<file path="config.mk">
export PLATFORM = sky130hd
export DESIGN_NAME = sfl_regs
export DESIGN_NICKNAME = d
export VERILOG_FILES = /design/src/design/sfl_pkg.sv /design/src/design/sfl_regs.sv
export VERILOG_INCLUDE_DIRS = /design/src /design/src/design
export SDC_FILE = /design/constraint.sdc
export NUM_CORES = 1
export LEC_CHECK = 0
export BUFFER_PORTS_ARGS = -buffer_cell sky130_fd_sc_hd__buf_2
export CAP_MARGIN = 40
export CORE_AREA = 2 2 130 132
export CTS_CLUSTER_SIZE = 8
export DETAILED_ROUTE_END_ITERATION = 12
export DIE_AREA = 0 0 132 134
export PLACE_DENSITY = 0.68
export SLEW_MARGIN = 30
export SYNTH_ARGS = -nofsm -noshare
export SYNTH_HDL_FRONTEND = slang
export SYNTH_SLANG_ARGS = --single-unit
export TNS_END_PERCENT = 50
</file>
<file path="constraint.sdc">
create_clock -name i_sys_clk -period 2.4 [get_ports i_sys_clk]
set_input_delay 0.12 -clock i_sys_clk [delete_from_list [all_inputs] [get_ports i_sys_clk]]
set_output_delay 0.12 -clock i_sys_clk [all_outputs]
set_load 0.02 [all_outputs]
</file>
<file path="src/design/sfl_defs.svh">
// Offsets, field positions, codes and timing counts of the synth control words
`ifndef SFL_DEFS_SVH
`define SFL_DEFS_SVH

// ****************************************************************
// Word select codes (three least significant bits)
// ****************************************************************
`define SFL_SEL_CHANNEL      3'h0
`define SFL_SEL_DIVIDER      3'h1
`define SFL_SEL_PHASE        3'h2
`define SFL_SEL_FAST_LOCK    3'h4
`define SFL_SEL_POWER        3'h5
`define SFL_SEL_MODE_MUX     3'h6

// ****************************************************************
// Field positions
// ****************************************************************
`define SFL_TMR_CNT_MSB      13
`define SFL_TMR_CNT_LSB      5
`define SFL_TMR_SEL_MSB      4
`define SFL_TMR_SEL_LSB      3
`define SFL_PWR_AMP_HI       7
`define SFL_PWR_AMP_LO       6
`define SFL_PWR_CP_PD        5
`define SFL_PWR_TRISTATE     4
`define SFL_PWR_CNT_RST      3
`define SFL_MODE_MSB         15
`define SFL_MODE_LSB         12
`define SFL_MUX_MSB          6
`define SFL_MUX_LSB          3

// ****************************************************************
// Timer select codes and mode codes
// ****************************************************************
`define SFL_TSEL_BOOST       2'h2
`define SFL_TSEL_WIDE        2'h1
`define SFL_TSEL_DAMP        2'h0
`define SFL_MODE_DEFAULT     4'h0
`define SFL_MODE_DITHER      4'h3
`define SFL_MODE_WIDE_LD     4'h9

// ****************************************************************
// Test output sources
// ****************************************************************
`define SFL_MUX_LOW          4'h0
`define SFL_MUX_LOCK         4'h1
`define SFL_MUX_INT_DIV      4'h2
`define SFL_MUX_REF_DIV      4'h3
`define SFL_MUX_BOOST_PULSE  4'h4
`define SFL_MUX_WIDE_PULSE   4'h5
`define SFL_MUX_DAMP_PULSE   4'h6
`define SFL_MUX_HIGH         4'hf

// ****************************************************************
// Timing
// ****************************************************************
`define SFL_TICK_DIV         4
`define SFL_BOOST_LOG2_MAX   3'h6

// ****************************************************************
// Register port map (word addresses in bytes)
// ****************************************************************
`define SFL_OFS_BOOST_CNT    8'h00
`define SFL_OFS_WIDE_CNT     8'h04
`define SFL_OFS_DAMP_CNT     8'h08
`define SFL_OFS_POWER        8'h0c
`define SFL_OFS_MODE_MUX     8'h10
`define SFL_OFS_STATUS       8'h14
`define SFL_OFS_LOAD         8'h18

// ****************************************************************
// Reset values
// ****************************************************************
`define SFL_RST_POWER        8'hfd
`define SFL_RST_MODE_MUX     16'h0000
`define SFL_RST_COUNT        9'h000

`endif

</file>
<file path="src/design/sfl_pkg.sv">
// Types shared by the synth control-word logic
package sfl_pkg;
  typedef enum logic [2:0]
  {
    SFL_WORD_CHANNEL   = 3'h0,
    SFL_WORD_DIVIDER   = 3'h1,
    SFL_WORD_PHASE     = 3'h2,
    SFL_WORD_FUNCTION  = 3'h3,
    SFL_WORD_FAST_LOCK = 3'h4,
    SFL_WORD_POWER     = 3'h5,
    SFL_WORD_MODE_MUX  = 3'h6,
    SFL_WORD_TEST      = 3'h7
  } sfl_word_sel_t;
endpackage : sfl_pkg

</file>
<file path="src/design/sfl_regs.sv">
// Fast-lock timer, power control and mode/mux word logic of the synthesizer
// Function
// Word select 101 chooses the power control word.
// Word select 110 chooses the mode/mux word.
// Host loads fast-lock word bits 23..14 with 001.
// Timeout counters tick at quarter phase-detector rate, four cycles per count.
// Timer select 10 boost, 01 wide-band, 00 damping counter.
// Host writes fast-lock word three times, once per timer.
// Every channel word write restarts all three timeout counters.
// Damping and wide-band switches stay closed until their counters expire.
// Boost expiry steps pump current 64x down to 1x in six halvings.
// Host sets switch counts to boost count plus seven.
// Stay powered down until power, phase, divider, channel words written.
// Amplifier off when bits 7,6 both high, on when both low.
// Bit 5 holds dividers, tristates pump, resets lock detect, disables buffer.
// Host leaves pump power-down by clearing bit 5 then channel write.
// Three-state bit high puts pump outputs into high impedance.
// Counter-reset bit holds counters; clear then channel write resumes.
// Host first writes mode bits 0000: dither off, 3 ns threshold. The bench's first mode write is 0011.
// Mode bits 0011 enable modulator dither.
// Mode bits 1001 widen lock-detect threshold to 10 ns.
// Mode bits 0000 restore dither off and 3 ns threshold.
// Host writes mode/mux reserved bits as zero.
// Mux field routes reference, integer divider or lock detect out.
// Test output can show a timeout pulse from next channel write.
// Channel write takes effect next phase-detector cycle, entering fast lock.
// Shifted word lands only at load-enable edge in its selected register.
// Channel write during a running count reloads and restarts fast lock.
`timescale 1ns/10ps
`include "sfl_defs.svh"
module sfl_regs
  import sfl_pkg::*;
#(
  parameter int CNT_W   = 9,
  parameter int SHIFT_W = 24
)
(
  input  wire logic         i_sys_clk,
  input  wire logic         i_reset_n,
  input  wire logic         i_clk_en,
  input  wire logic         i_ser_clk,
  input  wire logic         i_ser_data,
  input  wire logic         i_ser_le,
  input  wire logic [7:0]   i_reg_addr,
  input  wire logic [31:0]  i_reg_wdata,
  input  wire logic         i_reg_wr,
  input  wire logic         i_reg_rd,
  output logic      [31:0]  o_reg_rdata,
  input  wire logic         i_ref_div_out,
  input  wire logic         i_int_div_out,
  input  wire logic         i_lock_detect,
  output logic              o_channel_load,
  output logic              o_power_down,
  output logic              o_amp_power_down,
  output logic              o_divider_load_hold,
  output logic              o_cp_three_state,
  output logic              o_lock_detect_reset,
  output logic              o_ref_buffer_disable,
  output logic              o_counter_reset,
  output logic              o_damping_switch,
  output logic              o_wide_band_switch_a,
  output logic              o_wide_band_switch_b,
  output logic      [2:0]   o_cp_scale_log2,
  output logic              o_dither_en,
  output logic              o_lock_wide_threshold,
  output logic              o_test_output
);
  // ****************************************************************
  // Serial pin synchronisers
  // ****************************************************************
  logic [2:0] sclk_sync_ff;
  logic [2:0] le_sync_ff;
  logic [1:0] sdat_sync_ff;
  logic [SHIFT_W-1:0] shift_ff;
  always_ff @(posedge i_sys_clk or negedge i_reset_n)
  begin
    if (!i_reset_n)
    begin
      sclk_sync_ff <= 3'h0;
      le_sync_ff   <= 3'h0;
      sdat_sync_ff <= 2'h0;
    end
    else if (i_clk_en)
    begin
      sclk_sync_ff <= {sclk_sync_ff[1:0], i_ser_clk};
      le_sync_ff   <= {le_sync_ff[1:0], i_ser_le};
      sdat_sync_ff <= {sdat_sync_ff[0], i_ser_data};
    end
  end
  // Edges are found between stages two and three, never on the first stage
  wire logic sclk_rise = sclk_sync_ff[1] & ~sclk_sync_ff[2];
  wire logic le_rise   = le_sync_ff[1] & ~le_sync_ff[2];
  always_ff @(posedge i_sys_clk or negedge i_reset_n)
  begin
    if (!i_reset_n)
      shift_ff <= '0;
    else if (i_clk_en && sclk_rise)
      shift_ff <= {shift_ff[SHIFT_W-2:0], sdat_sync_ff[1]};
  end
  // ****************************************************************
  // Word capture: serial latch edge or register port write
  // ****************************************************************
  // Last three bits shifted in are the select, whatever the word length
  logic        bus_wr;
  logic [23:0] bus_word;
  assign bus_wr = i_reg_wr && (i_reg_addr inside {`SFL_OFS_BOOST_CNT,
    `SFL_OFS_WIDE_CNT, `SFL_OFS_DAMP_CNT, `SFL_OFS_POWER, `SFL_OFS_MODE_MUX,
    `SFL_OFS_LOAD});
  // Port writes other than the load offset are rebuilt into a word with the matching select code
  always_comb
  begin
    unique case (i_reg_addr)
      `SFL_OFS_BOOST_CNT:
        bus_word = {10'h000, i_reg_wdata[CNT_W-1:0], `SFL_TSEL_BOOST,
                    `SFL_SEL_FAST_LOCK};
      `SFL_OFS_WIDE_CNT:
        bus_word = {10'h000, i_reg_wdata[CNT_W-1:0], `SFL_TSEL_WIDE,
                    `SFL_SEL_FAST_LOCK};
      `SFL_OFS_DAMP_CNT:
        bus_word = {10'h000, i_reg_wdata[CNT_W-1:0], `SFL_TSEL_DAMP,
                    `SFL_SEL_FAST_LOCK};
      `SFL_OFS_POWER:
        bus_word = {16'h0000, i_reg_wdata[7:3], `SFL_SEL_POWER};
      `SFL_OFS_MODE_MUX:
        bus_word = {8'h00, i_reg_wdata[15:3], `SFL_SEL_MODE_MUX};
      default:           bus_word = i_reg_wdata[23:0];
    endcase
  end
  logic          wr_any;
  logic [23:0]   wr_word;
  sfl_word_sel_t wr_sel;
  assign wr_any  = le_rise | bus_wr;
  assign wr_word = le_rise ? shift_ff : bus_word;
  assign wr_sel  = sfl_word_sel_t'(wr_word[2:0]);
  logic wr_chan;
  logic wr_timer;
  logic wr_power;
  logic wr_mode;
  assign wr_chan  = wr_any && wr_sel == SFL_WORD_CHANNEL;
  assign wr_timer = wr_any && wr_sel == SFL_WORD_FAST_LOCK;
  assign wr_power = wr_any && wr_sel == SFL_WORD_POWER;
  assign wr_mode  = wr_any && wr_sel == SFL_WORD_MODE_MUX;
  // ****************************************************************
  // Stored words
  // ****************************************************************
  logic [CNT_W-1:0] tmr_cnt_ff [3];
  logic [7:0]       power_ff;
  logic [15:0]      mode_mux_ff;
  logic [1:0]       tsel;
  assign tsel = wr_word[`SFL_TMR_SEL_MSB:`SFL_TMR_SEL_LSB];
  always_ff @(posedge i_sys_clk or negedge i_reset_n)
  begin
    if (!i_reset_n)
      power_ff <= `SFL_RST_POWER;
    else if (i_clk_en && wr_power)
      power_ff <= wr_word[7:0];
  end
  always_ff @(posedge i_sys_clk or negedge i_reset_n)
  begin
    if (!i_reset_n)
      mode_mux_ff <= `SFL_RST_MODE_MUX;
    else if (i_clk_en && wr_mode)
      mode_mux_ff <= wr_word[15:0];
  end
  // ****************************************************************
  // Power-up tracking and power controls
  // ****************************************************************
  logic seen_pwr_ff;
  logic seen_div_ff;
  logic seen_phase_ff;
  logic seen_chan_ff;
  always_ff @(posedge i_sys_clk or negedge i_reset_n)
  begin
    if (!i_reset_n)
    begin
      seen_pwr_ff   <= 1'b0;
      seen_div_ff   <= 1'b0;
      seen_phase_ff <= 1'b0;
      seen_chan_ff  <= 1'b0;
    end
    else if (i_clk_en && wr_any)
    begin
      if (wr_power)
        seen_pwr_ff <= wr_word[`SFL_PWR_AMP_HI:`SFL_PWR_CP_PD] == 3'h0;
      if (wr_sel == SFL_WORD_DIVIDER)
        seen_div_ff <= 1'b1;
      if (wr_sel == SFL_WORD_PHASE)
        seen_phase_ff <= 1'b1;
      if (wr_chan)
        seen_chan_ff <= 1'b1;
    end
  end
  logic powered_ff;
  always_ff @(posedge i_sys_clk or negedge i_reset_n)
  begin
    if (!i_reset_n)
      powered_ff <= 1'b0;
    else if (i_clk_en && seen_pwr_ff && seen_div_ff && seen_phase_ff &&
             seen_chan_ff)
      powered_ff <= 1'b1;
  end
  // A mixed pair of amplifier bits keeps the previous state
  logic amp_pd_ff;
  always_ff @(posedge i_sys_clk or negedge i_reset_n)
  begin
    if (!i_reset_n)
      amp_pd_ff <= 1'b1;
    else if (i_clk_en && power_ff[`SFL_PWR_AMP_HI] == power_ff[`SFL_PWR_AMP_LO])
      amp_pd_ff <= power_ff[`SFL_PWR_AMP_HI];
  end
  // Pump power-down and counter reset only end at a channel write
  logic cp_pd_hold_ff;
  logic cnt_rst_hold_ff;
  always_ff @(posedge i_sys_clk or negedge i_reset_n)
  begin
    if (!i_reset_n)
    begin
      cp_pd_hold_ff   <= 1'b1;
      cnt_rst_hold_ff <= 1'b0;
    end
    else if (i_clk_en)
    begin
      if (power_ff[`SFL_PWR_CP_PD])
        cp_pd_hold_ff <= 1'b1;
      else if (wr_chan)
        cp_pd_hold_ff <= 1'b0;
      if (power_ff[`SFL_PWR_CNT_RST])
        cnt_rst_hold_ff <= 1'b1;
      else if (wr_chan)
        cnt_rst_hold_ff <= 1'b0;
    end
  end
  logic pd_all;
  assign pd_all = ~powered_ff | cp_pd_hold_ff;
  always_ff @(posedge i_sys_clk or negedge i_reset_n)
  begin
    if (!i_reset_n)
    begin
      o_power_down         <= 1'b1;
      o_amp_power_down     <= 1'b1;
      o_divider_load_hold  <= 1'b1;
      o_cp_three_state     <= 1'b1;
      o_lock_detect_reset  <= 1'b1;
      o_ref_buffer_disable <= 1'b1;
      o_counter_reset      <= 1'b0;
    end
    else if (i_clk_en)
    begin
      o_power_down         <= ~powered_ff;
      o_amp_power_down     <= amp_pd_ff | ~powered_ff;
      o_divider_load_hold  <= pd_all;
      o_cp_three_state     <= pd_all | power_ff[`SFL_PWR_TRISTATE];
      o_lock_detect_reset  <= pd_all;
      o_ref_buffer_disable <= pd_all;
      o_counter_reset      <= cnt_rst_hold_ff;
    end
  end
  // ****************************************************************
  // Fast-lock sequence
  // ****************************************************************
  // Channel write acts on the following cycle
  logic chan_go_ff;
  always_ff @(posedge i_sys_clk or negedge i_reset_n)
  begin
    if (!i_reset_n)
      chan_go_ff <= 1'b0;
    else if (i_clk_en)
      chan_go_ff <= wr_chan;
  end
  assign o_channel_load = chan_go_ff & i_clk_en;
  // Prescaler restarts at the go cycle so each count is exactly 4 cycles
  logic [1:0] pre_ff;
  logic       tick;
  assign tick = (pre_ff == 2'(`SFL_TICK_DIV - 1));
  always_ff @(posedge i_sys_clk or negedge i_reset_n)
  begin
    if (!i_reset_n)
      pre_ff <= 2'h0;
    else if (i_clk_en)
      pre_ff <= chan_go_ff ? 2'h0 : pre_ff + 2'h1;
  end
  logic [CNT_W-1:0] run_ff [3];
  logic [2:0]       busy;
    // Index 0 boost, 1 wide-band, 2 damping: timer select code is 2 - index
    for (genvar gi = 0; gi < 3; gi++)
    begin : g_tmr
      assign busy[gi] = (run_ff[gi] != '0);
      always_ff @(posedge i_sys_clk or negedge i_reset_n)
      begin
        if (!i_reset_n)
          tmr_cnt_ff[gi] <= `SFL_RST_COUNT;
        else if (i_clk_en && wr_timer && tsel == 2'(2 - gi))
          tmr_cnt_ff[gi] <= wr_word[`SFL_TMR_CNT_MSB:`SFL_TMR_CNT_LSB];
      end
      always_ff @(posedge i_sys_clk or negedge i_reset_n)
      begin
        if (!i_reset_n)
          run_ff[gi] <= '0;
        else if (i_clk_en)
        begin
          if (cnt_rst_hold_ff)
            run_ff[gi] <= '0;
          else if (chan_go_ff)
            run_ff[gi] <= tmr_cnt_ff[gi];
          else if (tick && busy[gi])
            run_ff[gi] <= run_ff[gi] - 1'b1;
        end
      end
    end
  logic [2:0] scale_ff;
  always_ff @(posedge i_sys_clk or negedge i_reset_n)
  begin
    if (!i_reset_n)
      scale_ff <= 3'h0;
    else if (i_clk_en)
    begin
      if (cnt_rst_hold_ff)
        scale_ff <= 3'h0;
      else if (chan_go_ff)
        scale_ff <= `SFL_BOOST_LOG2_MAX;
      else if (tick && run_ff[0] <= CNT_W'(1) && scale_ff != 3'h0)
        scale_ff <= scale_ff - 3'h1;
    end
  end
  assign o_cp_scale_log2      = scale_ff;
  assign o_damping_switch     = busy[2];
  assign o_wide_band_switch_a = busy[1];
  assign o_wide_band_switch_b = busy[1];
  // ****************************************************************
  // Modulator and lock-detect modes
  // ****************************************************************
  // Dither and wide-threshold codes set one setting, default clears both; unknown codes change nothing
  logic [3:0] mode_code;
  assign mode_code = wr_word[`SFL_MODE_MSB:`SFL_MODE_LSB];
  always_ff @(posedge i_sys_clk or negedge i_reset_n)
  begin
    if (!i_reset_n)
    begin
      o_dither_en           <= 1'b0;
      o_lock_wide_threshold <= 1'b0;
    end
    else if (i_clk_en && wr_mode && mode_code == `SFL_MODE_DEFAULT)
    begin
      o_dither_en           <= 1'b0;
      o_lock_wide_threshold <= 1'b0;
    end
    else if (i_clk_en && wr_mode && mode_code == `SFL_MODE_DITHER)
      o_dither_en <= 1'b1;
    else if (i_clk_en && wr_mode && mode_code == `SFL_MODE_WIDE_LD)
      o_lock_wide_threshold <= 1'b1;
  end
  // ****************************************************************
  // Test output multiplexer
  // ****************************************************************
  logic test_nxt;
  always_comb
  begin
    unique case (mode_mux_ff[`SFL_MUX_MSB:`SFL_MUX_LSB])
      `SFL_MUX_LOCK:        test_nxt = i_lock_detect;
      `SFL_MUX_INT_DIV:     test_nxt = i_int_div_out;
      `SFL_MUX_REF_DIV:     test_nxt = i_ref_div_out;
      `SFL_MUX_BOOST_PULSE: test_nxt = busy[0];
      `SFL_MUX_WIDE_PULSE:  test_nxt = busy[1];
      `SFL_MUX_DAMP_PULSE:  test_nxt = busy[2];
      `SFL_MUX_HIGH:        test_nxt = 1'b1;
      default:              test_nxt = 1'b0;
    endcase
  end
  always_ff @(posedge i_sys_clk or negedge i_reset_n)
  begin
    if (!i_reset_n)
      o_test_output <= 1'b0;
    else if (i_clk_en)
      o_test_output <= test_nxt;
  end
  // ****************************************************************
  // Register port read-back
  // ****************************************************************
  logic [31:0] rd_nxt;
  always_comb
  begin
    unique case (i_reg_addr)
      `SFL_OFS_BOOST_CNT: rd_nxt = {23'h0, tmr_cnt_ff[0]};
      `SFL_OFS_WIDE_CNT:  rd_nxt = {23'h0, tmr_cnt_ff[1]};
      `SFL_OFS_DAMP_CNT:  rd_nxt = {23'h0, tmr_cnt_ff[2]};
      `SFL_OFS_POWER:     rd_nxt = {24'h0, power_ff};
      `SFL_OFS_MODE_MUX:  rd_nxt = {16'h0, mode_mux_ff};
      `SFL_OFS_STATUS:
        rd_nxt = {22'h0, scale_ff, busy, o_lock_wide_threshold, o_dither_en,
                  cp_pd_hold_ff, powered_ff};
      default:            rd_nxt = 32'h0000_0000;
    endcase
  end
  always_ff @(posedge i_sys_clk or negedge i_reset_n)
  begin
    if (!i_reset_n)
      o_reg_rdata <= 32'h0000_0000;
    else if (i_clk_en)
      o_reg_rdata <= i_reg_rd ? rd_nxt : 32'h0000_0000;
  end
endmodule : sfl_regs

</file>
# After elaboration in Yosys (flattened, before gate mapping)
# Index checks and enable logic that the tools add are counted.
dict set report word_totals {
  reg_bits 156
  in_bits 51
  out_inout_bits 49
}
dict set report classes {
  n_addsub 5
  n_lt_le_gt_ge 1
  n_eq_ne 25
  mux 26
  n_bitwise 10
  reduce_logical 55
}
# op count
set op_table {}
lappend op_table {{$pmux 16 s6} 1}
lappend op_table {{$mux 9} 9}
lappend op_table {{$pmux 16 s5} 1}
lappend op_table {{$mux 32} 1}
lappend op_table {{$reduce_bool 9->1} 3}
lappend op_table {{$sub 9x1->9 const B} 3}
lappend op_table {{$logic_and 1x1->1} 26}
lappend op_table {{$eq 8x5->1 const B} 3}
lappend op_table {{$reduce_and 2->1} 11}
lappend op_table {{$eq 8x4->1 const B} 2}
lappend op_table {{$mux 16} 1}
lappend op_table {{$reduce_bool 3->1} 5}
lappend op_table {{$eq 4x2->1 const B} 3}
lappend op_table {{$eq 4x3->1 const B} 3}
lappend op_table {{$eq 3x3->1 const B} 3}
lappend op_table {{$le 9x1->1 const B} 1}
lappend op_table {{$mux 3} 3}
lappend op_table {{$eq 4x4->1 const B} 2}
lappend op_table {{$eq 8x3->1 const B} 1}
lappend op_table {{$logic_not 8->1} 1}
lappend op_table {{$mux 1} 8}
lappend op_table {{$reduce_bool 2->1} 4}
lappend op_table {{$pmux 1 s7} 1}
lappend op_table {{$logic_not 3->1} 2}
lappend op_table {{other kinds (16)} 24}

# Depth between registers and ports, before layout
# Gate-level depths: netlist (run 1).
dict set report logic_depth {
  word_depth 10
  depth_mapped 9
}

# Least setup slack after synthesis (run 1)
# Ideal clock, no wire load.
dict set report synth_timing {
  path_type {register to register}
  start {register run_ff[9] (netlist bit)}
  end {register run_ff[15] (netlist bit)}
  setup_time_ns 0.087
  arrival_time_ns 2.369
  path_slack_ns -0.056
  stages_incl_launch_ff 9
  synth_period_minus_slack_ns 2.456
  path_cell_list {dfrtp_1 -> inv_1 -> ha_1 -> or3b_2 -> nand4bb_1 -> and2_1 -> o21ai_1 -> o21ai_0 -> o211ai_1}
}
dict set report synth_via {
  elab_chain_cells 4
  elab_cells_between_ends 8
  cone_classes {1 x add/sub; 3 x mux; 4 x reduce/logical}
}
# element line
set synth_rtl {}
lappend synth_rtl {{from (decl)} sfl_regs.sv:282} ;# logic [CNT_W-1:0] run_ff [3];
lappend synth_rtl {{from (signal, indexed assignment)} sfl_regs.sv:304} ;# run_ff[gi] <= tmr_cnt_ff[gi];
lappend synth_rtl {{from (signal, indexed assignment)} sfl_regs.sv:306} ;# run_ff[gi] <= run_ff[gi] - 1'b1;
lappend synth_rtl {{$reduce_bool 9->1} sfl_regs.sv:287} ;# assign busy[gi] = (run_ff[gi] != '0);
lappend synth_rtl {{net o_wide_band_switch_a} sfl_regs.sv:61} ;# output logic o_wide_band_switch_a,
lappend synth_rtl {{$logic_and 1x1->1} sfl_regs.sv:305} ;# else if (tick && busy[gi])
lappend synth_rtl {{$reduce_bool 3->1 (no source line)} n/a}
lappend synth_rtl {{$reduce_and 2->1 (no source line)} n/a}
# The timed path passes the listed nets, and every way through them passes these cells. The select of a mux whose other input is x is not followed.
# A chain may end at the register's enable or synchronous reset.

# Final worst setup path (run 1)
dict set report layout_timing {
  start {register run_ff[9] (netlist bit)}
  end {output port o_wide_band_switch_a}
}
dict set report layout_via {
  elab_chain_cells 1
}
# element line
set layout_rtl {}
lappend layout_rtl {{$reduce_bool 9->1} sfl_regs.sv:287}
lappend layout_rtl {{to (decl)} sfl_regs.sv:61}
# No other way between the ends.

==> impl_metrics.json, run 1 <==
{
  "yosysTopAreaCell": "dfrtp_1",
  "pre_cts_slack_ns": 0.1200,
  "max_freq_ghz": 0.4426,
  "die_h_um": 134,
  "row_count": 47,
  "grtUsageMet2_pct": 34.03,
  "synth_common_cells": "dfrtp_1 (127), mux2_2 (79), nand2_1 (60)",
  "critPathKind": "reg -> out",
  "n_fill_cell": 1441,
  "start_kind": "flop",
  "drc_errors": 0,
  "cts_buffer_depth": 2,
  "port_buffers": 67,
  "synth_cell_types": 67,
  "multi_input_area_mm2": 0.003396,
  "yosysWarningCount": 0,
  "end_kind": "output port",
  "fin_ws_ns": 0.1404,
  "cp-endpoint": "o_wide_band_switch_a",
  "synth.most_common_cell": "dfrtp_1",
  "status": "finished, final reports clean",
  "tns_ns": 0,
  "dpl.hpwl_um": 13280,
  "skew_ns": 0.007438,
  "yosys.area.top_type_share_pct": 43.88,
  "finalNonFillerCells": 1038,
  "hold_path_startpoint": "i_reg_wdata[14]",
  "via_per_inst": 5.579,
  "postRouteAntennaNets": 0,
  "num_io_pins": 100,
  "finalCriticalPeriod_ns": 2.260,
  "antenna_found_initial": 1,
  "synth_edf_count": 0,
  "synth-async-reset-ratio_pct": 100.0,
  "cp.depth": 6,
  "drtIter0Drc": 460,
  "seq_area_mm2": 0.003520,
  "wl_per_cell_um": 17.71,
  "cts_buffers": 17,
  "drive_gt1_share_pct": 31.17,
  "power.density_mw_per_mm2": 1092,
  "drt-total-wl_um": 18380,
  "postCtsSetupRepairBufs": 0,
  "cts_tree": "yes",
  "busiest_layer": "met2",
  "gp_congestion": 0.8990,
  "setup_violations": 0,
  "avgSynthCellArea_um2": 10.27,
  "clock_latency_ns": 0.42,
  "hold_path_class": "in -> reg",
  "dp.cells": 1002,
  "hold_viol_final": 0,
  "slew-limit-headroom_pct": 59.50,
  "max_cap_violations": 0,
  "synth_top_flop_cell": "dfrtp_1",
  "grt_usage_pct": 21.26,
  "root_buffer": "clkbuf_16",
  "routed-via-count": 5791,
  "rr_startpoint": "le_sync_ff[1]$_DFFE_PN0P_",
  "grt_first_pass_wirelength_um": 29100,
  "cp.required_ns": 2.28,
  "r2r_cells": 6,
  "synth.yosys.seq_area_share_pct": 48.60,
  "path_cells": "inv_1 -> ha_1 -> or3b_2 -> nand4bb_4 -> buf_4 -> buf_2",
  "cpMaxStageDelayCell": "or3b_2",
  "cpPeakStageDelay_ns": 0.49,
  "regToRegEndpoint": "mode_mux_ff[10]$_DFFE_PN0P_",
  "cts.sinks": 140,
  "htree_levels": 4,
  "initial_core_util_pct": 44.46,
  "path_delay_family": "simple AND/OR/NAND/NOR gates",
  "synth-seq-cells": 140,
  "die_x_um": 132,
  "placeableCoreArea_mm2": 0.01629,
  "met1_usage_pct": 29.06,
  "critical_path.max_fanout": 4,
  "n_antenna_cell": 0,
  "die_area_mm2": 0.01769,
  "worst-path-buf-inv": 3,
  "worst_pin_slew_ns": 0.6047,
  "drt-pass1-iter-count": 5,
  "crit_arrival_ns": 2.14,
  "r2r_slack_ns": 0.19,
  "synthCells": 705,
  "grt_setup_unrepaired": "false",
  "finalCritPeriodShare_pct": 94.15,
  "synthesis.area_mm2": 0.007242,
  "nNetsFinal": 863,
  "grt_max_degree": 63,
  "vdd_drop_max_uv": 507.7,
  "slew_viol_final": 0,
  "ys_top_cells_by_area": "dfrtp_1 (44%), mux2_2 (12%), dfstp_2 (4.7%), nand2_1 (3.1%), o21ai_0 (3.0%)",
  "path_clk_slew_ns": 0.06,
  "crit_start": "run_ff[9]$_DFFE_PN0P_",
  "met3_usage_pct": 4.762,
  "grt_overflow_total": 0,
  "p_leak_nw": 4.070,
  "grt_pass1_vias": 5512,
  "area_delta_synth_final_pct": 20.18
}
[flip-flops by register name, summed over array words and instances, names as in the netlist, 3 cells and up]
register / flops
run_ff: 27
tmr_cnt_ff: 27
mode_mux_ff: 16
o_reg_rdata: 16
shift_ff: 16
power_ff: 8
le_sync_ff: 3
o_cp_scale_log2: 3
sclk_sync_ff: 3
[cells by family (layout without fill, tap and decap cells)]
group	count (synthesis)	in the layout	synth area share [%]
muxes	97	97	14.79
xor gates and xnor gates	2	2	0.2419
DFF	140	140	48.60
buffers and inverters	88	186	5.650
AOI/OAI and AO/OA	168	168	15.07
adders and majority gates	7	7	1.209
other	1	16	0.05178
and+or+nand+nor	202	202	14.39
[worst min path at each step]
stage / to / slack (ns) / cells after the start
3_5_place_dp: sclk_sync_ff[2]$_DFFE_PN0P_ / 0.12 / 1
5_1_grt: o_reg_rdata[3]$_DFFE_PN0P_ / 0.16 / 3
4_1_cts: o_lock_wide_threshold$_DFFE_PN0P_ / 0.13 / 5
3_3_place_gp: sclk_sync_ff[1]$_DFFE_PN0P_ / 0.13 / 1
6_report: o_lock_wide_threshold$_DFFE_PN0P_ / 0.14 / 5
2_1_floorplan: chan_go_ff$_DFFE_PN0P_ / -0.18 / 0
[power by group]
part	switching, mW	internal (mW)
Sequential	0.661	3.09
Combinational	1.71	1.47
Clock	1.04	1.53
Total	3.41	6.09
[cell usage in the layout (no fill, tap or decap), types with 9 or more instances in the layout]
cell type  count
conb_1        16
nor2_1        47
a31oi_1       10
mux2i_1       17
inv_1         34
a21oi_1       32
dfrtp_1      127
nand3_1       12
clkbuf_16     17
dfstp_2       13
nand2b_1       9
mux2_2        79
nand2_1       60
nor3_1        14
nor2b_1       11
o22ai_1       20
buf_2         66
buf_4         43
o21ai_0       43
[layer usage]
| metal | wire length (µm) | vias to the layer above |
|---|---|---|
| met2 | 8631 | 183 |
| met1 | 8492 | 2848 |
| met4 | 289 | 2 |
| li1 | - | 2732 |
| met3 | 953 | 26 |
| met5 | 13 | - |
[layout make-up]
cell class	count	share of cell area, %
sequential	140	40.44
tap	220	3.163
multi-input combinational	492	39.02
timing repair buffer	119	9.244
inverter	35	1.509
clock buffer	19	4.974
clock inverter	13	1.653
[tightest hold or removal path, delay by kind of cell]
kind            cells  cell delay [ns]
compound gates      2             0.19
buf+inv             1             0.09
simple gates        2             0.12
[metrics by stage]
stage	instance area, µm²	util (%)	total power [mW]	hold WS (ns)
after floorplan	7303	-	5.724	-0.1756
after global placement	8065	49.51	6.799	0.1272
after detailed placement	8065	49.51	6.880	0.1234
after CTS	8682	53.30	9.475	0.1290
after global routing	8703	53.43	10.07	0.1554
final	8703	53.43	9.503	0.1426
[what timing repair did]
item / 4_1_cts / 5_1_grt
hold buffers: 4 / 0
endpoints found under the setup margin: 0 / 8
resized for setup: 0 / 3
hold endpoints to repair: 56 / 0
Note: power is estimated with default switching activity, not from simulation.
==> inputs of run 2 (changes only) <==
--- a/config.mk
+++ b/config.mk
@@ -13,6 +13,7 @@
 export DETAILED_ROUTE_END_ITERATION = 12
 export DIE_AREA = 0 0 132 134
 export PLACE_DENSITY = 0.68
+export RECOVER_POWER = 25
 export SLEW_MARGIN = 30
 export SYNTH_ARGS = -nofsm -noshare
 export SYNTH_HDL_FRONTEND = slang
==> impl_metrics.json, run 2 (same netlist as run 1, synthesis figures left out) <==
{
  "status": "finished, violations left",
  "violations": "capacitance limit, slew limit",
  "area_delta_synth_final_pct": 20.01,
  "final_common_cell": "dfrtp_1",
  "drt-pass1-iter-count": 8,
  "layout_common_cells": "dfrtp_1 (127), mux2_2 (79), buf_2 (66)",
  "cp.required_ns": 2.28,
  "setup_violations": 0,
  "slew_viol_final": 58,
  "min_to": "o_lock_wide_threshold$_DFFE_PN0P_",
  "top_regs": "run_ff: 27 flops, tmr_cnt_ff: 27 flops",
  "die_x_um": 132,
  "initial_core_util_pct": 44.46,
  "n_antenna_cell": 0,
  "stdcell_area_mm2": 0.008691,
  "grt_overflow_total": 0,
  "htree_levels": 4,
  "die_h_um": 134,
  "nNetsFinal": 863,
  "hold_path_startpoint": "i_reg_wdata[14]",
  "p_leak_nw": 4.063,
  "via_per_inst": 5.544,
  "slew-limit-headroom_pct": -0.1804,
  "hold_path_class": "in -> reg",
  "cts_tree": "yes",
  "power_mw": 9.494,
  "finalNonFillerCells": 1038,
  "dp.cells": 1002,
  "regToRegEndpoint": "run_ff[11]$_DFFE_PN0P_",
  "dpl.hpwl_um": 13280,
  "grt_pass1_vias": 5512,
  "max_freq_ghz": 0.4420,
  "cts_buffers": 17,
  "holdPathStages": 5,
  "critPathKind": "reg -> out",
  "crit_arrival_ns": 2.14,
  "grt_first_pass_wirelength_um": 29100,
  "antenna_found_initial": 1,
  "vdd_drop_max_uv": 510.1,
  "grt_setup_unrepaired": "false",
  "rr_startpoint": "run_ff[9]$_DFFE_PN0P_",
  "start_kind": "flop",
  "grt_usage_pct": 21.26,
  "finalCriticalPeriod_ns": 2.262,
  "path_clk_slew_ns": 0.06,
  "routed-via-count": 5755,
  "power.density_mw_per_mm2": 1092,
  "r2r_cells": 8,
  "row_count": 47,
  "cts.sinks": 140,
  "worst_pin_slew_ns": 1.503,
  "grt_max_degree": 63,
  "num_io_pins": 100,
  "finalCritPeriodShare_pct": 94.26,
  "drt-total-wl_um": 18400,
  "max_cap_violations": 1,
  "gp_congestion": 0.8990,
  "final_util_pct": 53.35,
  "skew_ns": 0.007236,
  "tns_ns": 0,
  "root_buffer": "clkbuf_16",
  "postRouteAntennaNets": 0,
  "placeableCoreArea_mm2": 0.01629,
  "critical_path.max_fanout": 4,
  "end_kind": "output port",
  "drc_errors": 0,
  "hold_viol_final": 0,
  "r2r_slack_ns": 0.19,
  "wl_per_cell_um": 17.73,
  "port_buffers": 67,
  "dpl_cell_area_mm2": 0.008065,
  "clock_latency_ns": 0.42,
  "drive_gt1_share_pct": 30.81,
  "die_area_mm2": 0.01769,
  "cts_buffer_depth": 2,
  "drtIter0Drc": 413
}
## run 2: cell types whose count changed in the layout (fill, tap and decap cells not counted)
cell	previous run	this run
clkbuf_2	0	2
dfstp_1	0	2
clkbuf_1	2	3
dfstp_2	13	11
buf_6	1	0
buf_4	43	41
## run 2: metrics by stage
stage | hold WS [ns] | setup WS [ns]
floorplan | -0.1756 | 0.03131
global placement | 0.1272 | 0.1337
detailed placement | 0.1234 | 0.1200
CTS | 0.1290 | 0.06468
global route | 0.1554 | 0.01797
finish | 0.1437 | 0.1378
## run 2: power by group
group,leakage (nW),internal (mW),switching [mW]
clock,0.270,1.53,1.04
combinational,1.98,1.46,1.72
sequential,1.82,3.08,0.660
## run 2: timing repair
item / CTS / global route
gates resized for setup: 0 / 3
endpoints found under the hold margin: 56 / 0
setup buffers: 0 / 0
endpoints found under the setup margin: 0 / 8
hold buffers: 4 / 0
## run 2: area by class of cell
type,instances,area (µm²)
fill,1443,7599
inverter,35,131.4
tap,220,275.3
clock inverter,13,143.9
clock buffer,19,432.9
multi-input combinational,492,3396
timing repair buffer,119,792.0
sequential,140,3520
## run 2: worst max path at each step
stage                               start                          end  slack, ns  depth (start not counted)
global placement            i_reg_addr[5]  mode_mux_ff[13]$_DFFE_PN0P_       0.13                          7
detailed placement          i_reg_addr[1]  mode_mux_ff[13]$_DFFE_PN0P_       0.12                          7
CTS                 run_ff[9]$_DFFE_PN0P_         o_wide_band_switch_a       0.06                          6
finish              run_ff[9]$_DFFE_PN0P_         o_wide_band_switch_a       0.14                          6
global route        run_ff[9]$_DFFE_PN0P_         o_wide_band_switch_a       0.02                          6
floorplan           run_ff[9]$_DFFE_PN0P_       run_ff[15]$_DFFE_PN0P_       0.03                          8
## run 2: metal layers
| layer | part of all wire [%] | global-route usage [%] | routed length (µm) |
|---|---|---|---|
| met1 | 47 | 29.06 | 8569 |
| met2 | 47 | 34.03 | 8669 |
| met4 | 1.7 | 6.461 | 306 |
| met3 | 4.6 | 4.762 | 845 |
| met5 | 0.071 | 0 | 13 |
## run 2: worst max-delay path: stages (launching register included)
cell and delay, ns:
dfrtp_1 0.40, inv_1 0.07, ha_1 0.15, or3b_2 0.49
nand4bb_4 0.29, buf_4 0.17, buf_2 0.15
